--- config.mk ---
export PLATFORM = sky130hd
export DESIGN_NAME = cmmd_decoder
export DESIGN_NICKNAME = d
export VERILOG_FILES = /design/src/verilog/cmmd_pkg.sv /design/src/verilog/cmmd_decoder.sv
export VERILOG_INCLUDE_DIRS = /design/src /design/src/verilog
export SDC_FILE = /design/constraint.sdc
export NUM_CORES = 1
export LEC_CHECK = 0
export BUFFER_PORTS_ARGS = -buffer_cell sky130_fd_sc_hd__buf_4
export CAP_MARGIN = 40
export CORE_ASPECT_RATIO = 1.1
export CORE_MARGIN = 4
export CORE_UTILIZATION = 25
export CTS_CLUSTER_DIAMETER = 80
export DETAILED_ROUTE_END_ITERATION = 16
export PLACE_DENSITY = 0.47
export SLEW_MARGIN = 20
export SYNTH_ARGS = -nofsm -noshare
export SYNTH_HDL_FRONTEND = slang
export SYNTH_SLANG_ARGS = --single-unit
--- constraint.sdc ---
create_clock -name hclk -period 3.15 [get_ports hclk]
set_input_delay 0.315 -clock hclk [delete_from_list [all_inputs] [get_ports hclk]]
set_output_delay 0.315 -clock hclk [all_outputs]
set_load 0.02 [all_outputs]
--- src/verilog/cmmd_params.svh ---
// constants for the core memory map decoder: offsets, fields, reset values
`ifndef CMMD_PARAMS_SVH
`define CMMD_PARAMS_SVH

// ************************************************************
// register byte offsets
// ************************************************************
`define CMMD_OFF_CTRL         8'h00
`define CMMD_OFF_PROBE_ADDR   8'h04
`define CMMD_OFF_PROBE_RESULT 8'h08
`define CMMD_OFF_CFG_STATUS   8'h0C

// ************************************************************
// field positions
// ************************************************************
`define CMMD_CTRL_DEC_EN_BIT  0
`define CMMD_RES_INSTR_BIT    0
`define CMMD_RES_DATA_BIT     1
`define CMMD_RES_INTC_BIT     2
`define CMMD_RES_NONE_BIT     3
`define CMMD_ST_VALID_BIT     0
`define CMMD_ST_ALIGN_BIT     1
`define CMMD_ST_SIZE_BIT      2
`define CMMD_ST_OVERLAP_BIT   3
`define CMMD_ST_BOUND_BIT     4

// ************************************************************
// reset values
// ************************************************************
`define CMMD_CTRL_RESET       32'h0000_0001
`define CMMD_PROBE_RESET      32'h0000_0000

// ************************************************************
// address map geometry
// ************************************************************
`define CMMD_KB_SHIFT         10
`define CMMD_REGION_SPAN      33'h0_1000_0000
`define CMMD_MIN_ALIGN        33'h0_0000_0400
`define CMMD_ALIGN_STEPS      23
`define CMMD_HTRANS_VALID_BIT 1

`endif

--- src/verilog/cmmd_pkg.sv ---
// types shared by the core memory map decoder
package cmmd_pkg;
  typedef logic [31:0] cmmd_addr_t;
  typedef logic [3:0]  cmmd_region_t;
  typedef logic [27:0] cmmd_offset_t;
  typedef logic [32:0] cmmd_span_t;
endpackage

--- src/verilog/cmmd_decoder.sv ---
// core memory map decoder: build checks, address claims and ahb-lite control and status registers
`include "cmmd_params.svh"

module cmmd_decoder #(
  parameter int unsigned           INSTR_LOCAL_MEM_PRESENT = 1,
  parameter cmmd_pkg::cmmd_region_t INSTR_LOCAL_MEM_REGION = 4'hE,
  parameter cmmd_pkg::cmmd_offset_t INSTR_LOCAL_MEM_OFFSET = 28'h000_0000,
  parameter int unsigned           INSTR_LOCAL_MEM_SIZE    = 512,
  parameter cmmd_pkg::cmmd_region_t DATA_LOCAL_MEM_REGION  = 4'hF,
  parameter cmmd_pkg::cmmd_offset_t DATA_LOCAL_MEM_OFFSET  = 28'h004_0000,
  parameter int unsigned           DATA_LOCAL_MEM_SIZE     = 64,
  parameter int unsigned           ICACHE_PRESENT          = 1,
  parameter int unsigned           ICACHE_CAPACITY         = 16,
  parameter int unsigned           ICACHE_PROTECT_SEL      = 0,
  parameter cmmd_pkg::cmmd_region_t INTC_REGBLOCK_REGION   = 4'hF,
  parameter cmmd_pkg::cmmd_offset_t INTC_REGBLOCK_OFFSET   = 28'h0C0_0000,
  parameter int unsigned           INTC_REGBLOCK_SIZE      = 32
) (
  input  wire logic        hclk,
  input  wire logic        hresetn,
  input  wire logic        hsel,
  input  wire logic [31:0] haddr,
  input  wire logic [1:0]  htrans,
  input  wire logic        hwrite,
  input  wire logic [2:0]  hsize,
  input  wire logic [31:0] hwdata,
  input  wire logic        hready,
  output logic      [31:0] hrdata,
  output logic             hreadyout,
  output logic             hresp,
  input  wire logic [31:0] fetch_addr,
  input  wire logic [31:0] ls_addr,
  output logic             fetch_instr_sel,
  output logic             ls_instr_sel,
  output logic             ls_data_sel,
  output logic             ls_intc_sel,
  output logic             ls_unclaimed,
  output logic             cfg_invalid,
  output logic             icache_present,
  output logic             icache_protect_sel
);

  // ************************************************************
  // build-time arithmetic
  // ************************************************************
  function automatic cmmd_pkg::cmmd_span_t kb_bytes(input int unsigned kb);
    kb_bytes = cmmd_pkg::cmmd_span_t'(kb) << `CMMD_KB_SHIFT;
  endfunction

  // smallest power of two not below the block size
  function automatic cmmd_pkg::cmmd_span_t align_of(input int unsigned kb);
    cmmd_pkg::cmmd_span_t p;
    p = `CMMD_MIN_ALIGN;
    for (int i = 0; i < `CMMD_ALIGN_STEPS; i++) begin
      if (p < kb_bytes(kb)) begin
        p = p << 1;
      end
    end
    align_of = p;
  endfunction

  function automatic logic misaligned(input cmmd_pkg::cmmd_offset_t off,
                                      input int unsigned kb);
    misaligned = ((cmmd_pkg::cmmd_span_t'(off) % align_of(kb)) != 33'h0_0000_0000);
  endfunction

  function automatic logic past_region(input cmmd_pkg::cmmd_offset_t off,
                                       input int unsigned kb);
    past_region = (cmmd_pkg::cmmd_span_t'(off) + kb_bytes(kb)) > `CMMD_REGION_SPAN;
  endfunction

  function automatic logic overlaps(input cmmd_pkg::cmmd_region_t r1,
                                    input cmmd_pkg::cmmd_offset_t o1,
                                    input int unsigned k1,
                                    input cmmd_pkg::cmmd_region_t r2,
                                    input cmmd_pkg::cmmd_offset_t o2,
                                    input int unsigned k2);
    cmmd_pkg::cmmd_span_t a1;
    cmmd_pkg::cmmd_span_t a2;
    a1 = cmmd_pkg::cmmd_span_t'(o1);
    a2 = cmmd_pkg::cmmd_span_t'(o2);
    overlaps = (r1 == r2) && (a1 < a2 + kb_bytes(k2)) && (a2 < a1 + kb_bytes(k1));
  endfunction

  // address claim: region bits, then low 28 bits inside offset..offset+size
  function automatic logic in_block(input cmmd_pkg::cmmd_addr_t a,
                                    input cmmd_pkg::cmmd_region_t r,
                                    input cmmd_pkg::cmmd_offset_t off,
                                    input int unsigned kb);
    cmmd_pkg::cmmd_span_t lo;
    cmmd_pkg::cmmd_span_t ad;
    lo = cmmd_pkg::cmmd_span_t'(off);
    ad = cmmd_pkg::cmmd_span_t'(a[27:0]);
    in_block = (a[31:28] == r) && (ad >= lo) && (ad < lo + kb_bytes(kb));
  endfunction

  // ************************************************************
  // build configuration checks
  // ************************************************************
  localparam logic INSTR_ON = (INSTR_LOCAL_MEM_PRESENT == 1);
  localparam logic ICACHE_ON = (ICACHE_PRESENT == 1);

  localparam logic SIZE_ERR =
    (INSTR_LOCAL_MEM_PRESENT > 1) || (ICACHE_PRESENT > 1) || (ICACHE_PROTECT_SEL > 1) ||
    (INSTR_ON && !(INSTR_LOCAL_MEM_SIZE inside {4, 8, 16, 32, 64, 128, 256, 512})) ||
    !(DATA_LOCAL_MEM_SIZE inside {4, 8, 16, 32, 48, 64, 128, 256, 512}) ||
    (ICACHE_ON && !(ICACHE_CAPACITY inside {16, 32, 64, 128, 256})) ||
    !(INTC_REGBLOCK_SIZE inside {32, 64, 128, 256});

  localparam logic ALIGN_ERR =
    (INSTR_ON && misaligned(INSTR_LOCAL_MEM_OFFSET, INSTR_LOCAL_MEM_SIZE)) ||
    misaligned(DATA_LOCAL_MEM_OFFSET, DATA_LOCAL_MEM_SIZE) ||
    misaligned(INTC_REGBLOCK_OFFSET, INTC_REGBLOCK_SIZE);

  localparam logic BOUND_ERR =
    (INSTR_ON && past_region(INSTR_LOCAL_MEM_OFFSET, INSTR_LOCAL_MEM_SIZE)) ||
    past_region(DATA_LOCAL_MEM_OFFSET, DATA_LOCAL_MEM_SIZE) ||
    past_region(INTC_REGBLOCK_OFFSET, INTC_REGBLOCK_SIZE);

  localparam logic OVERLAP_ERR =
    (INSTR_ON && overlaps(INSTR_LOCAL_MEM_REGION, INSTR_LOCAL_MEM_OFFSET, INSTR_LOCAL_MEM_SIZE,
                          DATA_LOCAL_MEM_REGION, DATA_LOCAL_MEM_OFFSET, DATA_LOCAL_MEM_SIZE)) ||
    (INSTR_ON && overlaps(INSTR_LOCAL_MEM_REGION, INSTR_LOCAL_MEM_OFFSET, INSTR_LOCAL_MEM_SIZE,
                          INTC_REGBLOCK_REGION, INTC_REGBLOCK_OFFSET, INTC_REGBLOCK_SIZE)) ||
    overlaps(DATA_LOCAL_MEM_REGION, DATA_LOCAL_MEM_OFFSET, DATA_LOCAL_MEM_SIZE,
             INTC_REGBLOCK_REGION, INTC_REGBLOCK_OFFSET, INTC_REGBLOCK_SIZE);

  localparam logic CFG_BAD = SIZE_ERR || ALIGN_ERR || BOUND_ERR || OVERLAP_ERR;

  // ************************************************************
  // state
  // ************************************************************
  logic [31:0] ctrl_r;
  logic [31:0] probe_addr_r;
  logic [31:0] hrdata_r;
  logic        hreadyout_r;
  logic        wr_pend_r;
  logic        rd_pend_r;
  logic [7:0]  dp_addr_r;
  logic        fetch_instr_sel_r;
  logic        ls_instr_sel_r;
  logic        ls_data_sel_r;
  logic        ls_intc_sel_r;
  logic        ls_unclaimed_r;
  logic        cfg_invalid_r;
  logic        icache_present_r;
  logic        icache_protect_r;
  logic        dec_en;
  logic        addr_phase;
  logic [31:0] probe_result;
  logic [31:0] cfg_status;
  logic [31:0] rd_value;

  assign dec_en     = ctrl_r[`CMMD_CTRL_DEC_EN_BIT];
  assign addr_phase = hsel && hready && htrans[`CMMD_HTRANS_VALID_BIT];

  // ************************************************************
  // ahb-lite slave: writes zero wait, reads one wait state
  // ************************************************************
  always_ff @(posedge hclk or negedge hresetn) begin
    if (!hresetn) begin
      wr_pend_r <= 1'b0;
      rd_pend_r <= 1'b0;
      dp_addr_r <= 8'h00;
    end else begin
      wr_pend_r <= addr_phase && hwrite;
      rd_pend_r <= addr_phase && !hwrite;
      if (addr_phase) begin
        dp_addr_r <= {haddr[7:2], 2'b00};
      end
    end
  end

  always_ff @(posedge hclk or negedge hresetn) begin
    if (!hresetn) begin
      hreadyout_r <= 1'b1;
    end else begin
      hreadyout_r <= !(addr_phase && !hwrite);
    end
  end

  always_ff @(posedge hclk or negedge hresetn) begin
    if (!hresetn) begin
      ctrl_r       <= `CMMD_CTRL_RESET;
      probe_addr_r <= `CMMD_PROBE_RESET;
    end else if (wr_pend_r) begin
      if (dp_addr_r == `CMMD_OFF_CTRL) begin
        ctrl_r <= {31'h0000_0000, hwdata[`CMMD_CTRL_DEC_EN_BIT]};
      end
      if (dp_addr_r == `CMMD_OFF_PROBE_ADDR) begin
        probe_addr_r <= hwdata;
      end
    end
  end

  always_comb begin
    probe_result = 32'h0000_0000;
    probe_result[`CMMD_RES_INSTR_BIT] = INSTR_ON && in_block(probe_addr_r,
      INSTR_LOCAL_MEM_REGION, INSTR_LOCAL_MEM_OFFSET, INSTR_LOCAL_MEM_SIZE);
    probe_result[`CMMD_RES_DATA_BIT] = in_block(probe_addr_r,
      DATA_LOCAL_MEM_REGION, DATA_LOCAL_MEM_OFFSET, DATA_LOCAL_MEM_SIZE);
    probe_result[`CMMD_RES_INTC_BIT] = in_block(probe_addr_r,
      INTC_REGBLOCK_REGION, INTC_REGBLOCK_OFFSET, INTC_REGBLOCK_SIZE);
    probe_result[`CMMD_RES_NONE_BIT] = (probe_result[2:0] == 3'h0);
    cfg_status = 32'h0000_0000;
    cfg_status[`CMMD_ST_VALID_BIT]   = !CFG_BAD;
    cfg_status[`CMMD_ST_ALIGN_BIT]   = ALIGN_ERR;
    cfg_status[`CMMD_ST_SIZE_BIT]    = SIZE_ERR;
    cfg_status[`CMMD_ST_OVERLAP_BIT] = OVERLAP_ERR;
    cfg_status[`CMMD_ST_BOUND_BIT]   = BOUND_ERR;
    unique case (dp_addr_r)
      `CMMD_OFF_CTRL:         rd_value = ctrl_r;
      `CMMD_OFF_PROBE_ADDR:   rd_value = probe_addr_r;
      `CMMD_OFF_PROBE_RESULT: rd_value = probe_result;
      `CMMD_OFF_CFG_STATUS:   rd_value = cfg_status;
      default:                rd_value = 32'h0000_0000;
    endcase
  end

  // read data loaded at the end of the wait state, after any prior write landed
  always_ff @(posedge hclk or negedge hresetn) begin
    if (!hresetn) begin
      hrdata_r <= 32'h0000_0000;
    end else if (rd_pend_r) begin
      hrdata_r <= rd_value;
    end
  end

  // ************************************************************
  // address claims, one cycle after the address is presented
  // ************************************************************
  always_ff @(posedge hclk or negedge hresetn) begin
    if (!hresetn) begin
      fetch_instr_sel_r <= 1'b0;
      ls_instr_sel_r    <= 1'b0;
      ls_data_sel_r     <= 1'b0;
      ls_intc_sel_r     <= 1'b0;
      ls_unclaimed_r    <= 1'b0;
    end else begin
      fetch_instr_sel_r <= dec_en && INSTR_ON && in_block(fetch_addr, INSTR_LOCAL_MEM_REGION,
                           INSTR_LOCAL_MEM_OFFSET, INSTR_LOCAL_MEM_SIZE);
      ls_instr_sel_r    <= dec_en && INSTR_ON && in_block(ls_addr, INSTR_LOCAL_MEM_REGION,
                           INSTR_LOCAL_MEM_OFFSET, INSTR_LOCAL_MEM_SIZE);
      ls_data_sel_r     <= dec_en && in_block(ls_addr, DATA_LOCAL_MEM_REGION,
                           DATA_LOCAL_MEM_OFFSET, DATA_LOCAL_MEM_SIZE);
      ls_intc_sel_r     <= dec_en && in_block(ls_addr, INTC_REGBLOCK_REGION,
                           INTC_REGBLOCK_OFFSET, INTC_REGBLOCK_SIZE);
      ls_unclaimed_r    <= dec_en &&
        !(INSTR_ON && in_block(ls_addr, INSTR_LOCAL_MEM_REGION, INSTR_LOCAL_MEM_OFFSET,
                               INSTR_LOCAL_MEM_SIZE)) &&
        !in_block(ls_addr, DATA_LOCAL_MEM_REGION, DATA_LOCAL_MEM_OFFSET, DATA_LOCAL_MEM_SIZE) &&
        !in_block(ls_addr, INTC_REGBLOCK_REGION, INTC_REGBLOCK_OFFSET, INTC_REGBLOCK_SIZE);
    end
  end

  // ************************************************************
  // build options driven out
  // ************************************************************
  always_ff @(posedge hclk or negedge hresetn) begin
    if (!hresetn) begin
      cfg_invalid_r    <= 1'b0;
      icache_present_r <= 1'b0;
      icache_protect_r <= 1'b0;
    end else begin
      cfg_invalid_r    <= CFG_BAD;
      icache_present_r <= ICACHE_ON;
      icache_protect_r <= ICACHE_ON && (ICACHE_PROTECT_SEL == 1);
    end
  end

  assign hrdata             = hrdata_r;
  assign hreadyout          = hreadyout_r;
  assign hresp              = 1'b0;
  assign fetch_instr_sel    = fetch_instr_sel_r;
  assign ls_instr_sel       = ls_instr_sel_r;
  assign ls_data_sel        = ls_data_sel_r;
  assign ls_intc_sel        = ls_intc_sel_r;
  assign ls_unclaimed       = ls_unclaimed_r;
  assign cfg_invalid        = cfg_invalid_r;
  assign icache_present     = icache_present_r;
  assign icache_protect_sel = icache_protect_r;
endmodule

==> results.toml <==
[sta]
fmax_mhz = 426.3
period_share_pct = 74.47
rsz0062_at_grt = "false"
finalHoldViolCount = 0
setup_viol = 0
slew_viol_final = 0
clock_skew_ns = 0.008118
layout_min_cycle_time_ns = 2.346
setup_slack_ns = 0.8043
slew_headroom_pct = 57.54
fin_setup_tns_ns = 0
worst_pin_slew_ns = 0.6343

[finish]
area.sequential_um2 = 2004
fin_area_um2 = 4594
multi_input_area_um2 = 1200
drive_above_1_share_pct = 50.86
nFillCells = 1252
diodes = 0
syn_to_final_growth_pct = 39.20
final_nets = 481

[placed_design]
postPlaceCellArea_um2 = 4319
pre_cts_ws_ns = 0.7889
portBuffers = 112
gp_congestion = 0.7293
detailed_place_hpwl_um = 5804

[setup_path]
reg2reg_depth = 5
crit_start = "dp_addr_r[5]"
startpoint_type = "flop"
timing.setup.critical_path_class = "flop to flop"
crit_slowest_cell = "or4_4"
rrSetupSlack_ns = 0.80
cpPeakStageDelay_ns = 0.61
arrival_ns = 2.56
crit_end = "probe_addr_r[20]"
cp_cell_sequence = "or4_4, nor3b_4, nand2_2, buf_12, mux2_4"
r2r_start = "dp_addr_r[5]"
crit_path_end_kind = "flop"
worstPathMaxFanout = 18
cp.required_ns = 3.36
r2r_end = "probe_addr_r[20]"

[logic_synthesis]
synth.yosys.seq_area_share_pct = 60.73
synthXorXnorAreaFrac_pct = 0
synth.most_common_cell = "dfrtp_1"
muxShareOfSynthArea_pct = 17.02
synth-simple-area-share_pct = 8.984
yosys_warnings = 0
synth-edff-count = 0
ys.flop_type = "dfrtp_1"
synth_top_area_cell = "dfrtp_1"
synth_top_area_share_pct = 59.14
ys_seq_elements = 80
synth_top_family_by_area = "multiplexers"
synth.avg_cell_area_um2 = 14.60
syn_area_um2 = 3301
syn-instance-count = 226
ys_top_cells_by_count = "dfrtp_1, mux2_4, a22o_1, mux2_2, nor2_1"
synthDistinctLibCells = 37
ys_top_cells_by_area = "dfrtp_1, mux2_4, a22o_1, mux2_2, dfstp_2"
async_reset_ff_share_pct = 100.0
synth_compound_area_share_pct = 9.629
synthAdderAreaFrac_pct = 0

[global_route]
grt_max_degree = 43
grt_pass1_wl_um = 12800
groute.usage.overall_pct = 10.88
first_global_vias = 2436
antenna_found_initial = 0
grt-ovfl-total = 0

[drt]
first_pass_iters = 4
routedWlPerCell_um = 15.53
ant_nets = 0
routed_wl_um = 7844
drc = 0
drt-initial-drc-count = 72
drt-vias-per-instance = 4.430
vias = 2237

[cts]
cts-root-buf = "clkbuf_16"
tritoncts_num_sinks = 80
cts_buffer_depth = 2
postCtsSetupRepairBufs = 0
cts-htree-levels = 3
clkTransAtPathRegs_ns = 0.06
cts_buffers = 9
clk_latency_ns = 0.33
cts_tree = "built"

[floorplanning]
die_w_um = 117.6
fp.dieH_um = 128.5
num_rows = 43
boundaryPins = 180
dieArea_um2 = 15110
start_util_pct = 25.89
core_um2 = 12750

[power_and_ir_drop]
switchingPower_mw = 0.5929
worst_ir_drop_vdd_uv = 199.3
seq_power_share_pct = 49.1
leakagePower_nw = 2.296
p_comb_share_pct = 12.7
p_int_mw = 1.846
p_per_area_nw_per_um2 = 530.9
swShare_pct = 24.31
clockPowerShare_pct = 38.2

[flow_run]
max_cap_viol_count = 0

[worst_hold_path]
hold_class = "input pin to flop"

[status]
status = "finished, final reports clean"
-- critical path: cells and delay by family (launching register included) --
family | cells | cell delay [ns]
flops | 1 | 0.38
buf+inv | 1 | 0.32
mux | 1 | 0.30
simple gates | 3 | 1.20
-- placed cells by master (no fill, tap or decap), drive strengths merged, types with 2 or more instances in the layout --
cell type  instances
dfrtp             78
nor3b              3
dfstp              2
nand3              2
nand4              5
conb               4
mux2              39
clkinv             5
nand2              7
nor2               8
nor4b              2
a22o              28
buf              117
a22oi              2
nor4               7
nand4b             2
nor2b              2
nor3               4
clkbuf            10
inv                4
o21ai              4
-- cells by family after synthesis --
group	after synthesis
simple gates	47
buf+inv	18
flops	80
compound gates	39
mux	40
other cells	2
-- layer usage --
layer	global-route usage (%)	share of wire [%]	routed length, um
met1	13.22	43	3362
met2	17.35	48	3742
met3	3.736	6.7	529
met4	5.517	2.7	210
met5	0	0	0
-- stage by stage --
stage	utilization (%)	instances	total power [mW]	hold WS (ns)
6_report	36.03	505	2.439	0.1291
5_1_grt	36.03	505	2.569	0.1210
4_1_cts	36.03	505	2.493	0.1062
3_5_place_dp	33.87	488	1.534	0.3500
3_3_place_gp	33.72	487	1.523	0.4707
2_1_floorplan	-	228	1.369	0.01941
-- state kept, by name, indices dropped and copies added, names as in the netlist --
name / cells
icache_present: 1
probe_addr_r: 32
fetch_instr_sel: 1
ls_intc_sel: 1
wr_pend_r: 1
ls_data_sel: 1
ctrl_r: 1
hrdata: 32
ls_unclaimed: 1
dp_addr_r: 6
ls_instr_sel: 1
hreadyout: 1
rd_pend_r: 1
-- worst min-delay path by stage --
| stage | from | end | cells after the start |
|---|---|---|---|
| detailed placement | hresetn | hrdata[24] | 1 |
| finish | fetch_addr[28] | fetch_instr_sel | 2 |
| floorplan | hresetn | dp_addr_r[2] | 0 |
| global placement | probe_addr_r[7] | hrdata[7] | 1 |
| CTS | fetch_addr[28] | fetch_instr_sel | 2 |
| global route | fetch_addr[28] | fetch_instr_sel | 2 |
-- layout make-up --
cell class	count	area share [%]
timing repair buffer	118	19.88
sequential	80	43.63
clock buffer	10	4.984
multi-input combinational	130	26.12
clock inverter	6	0.7898
tap	157	4.276
inverter	4	0.3268
-- power groups by stage --
stage	Clock, mW	Sequential, mW	Combinational (mW)
finish	0.932	1.20	0.311
global route	1.02	1.21	0.343
CTS	0.976	1.20	0.319
detailed placement	0	1.22	0.317
global placement	0	1.21	0.309
floorplan	0	1.21	0.159
-- repair_timing --
action                    CTS  global route
hold buffers                1             0
resized for setup           0             0
hold endpoints to repair   39             0
No activity file was read; power rests on OpenSTA's default activity.
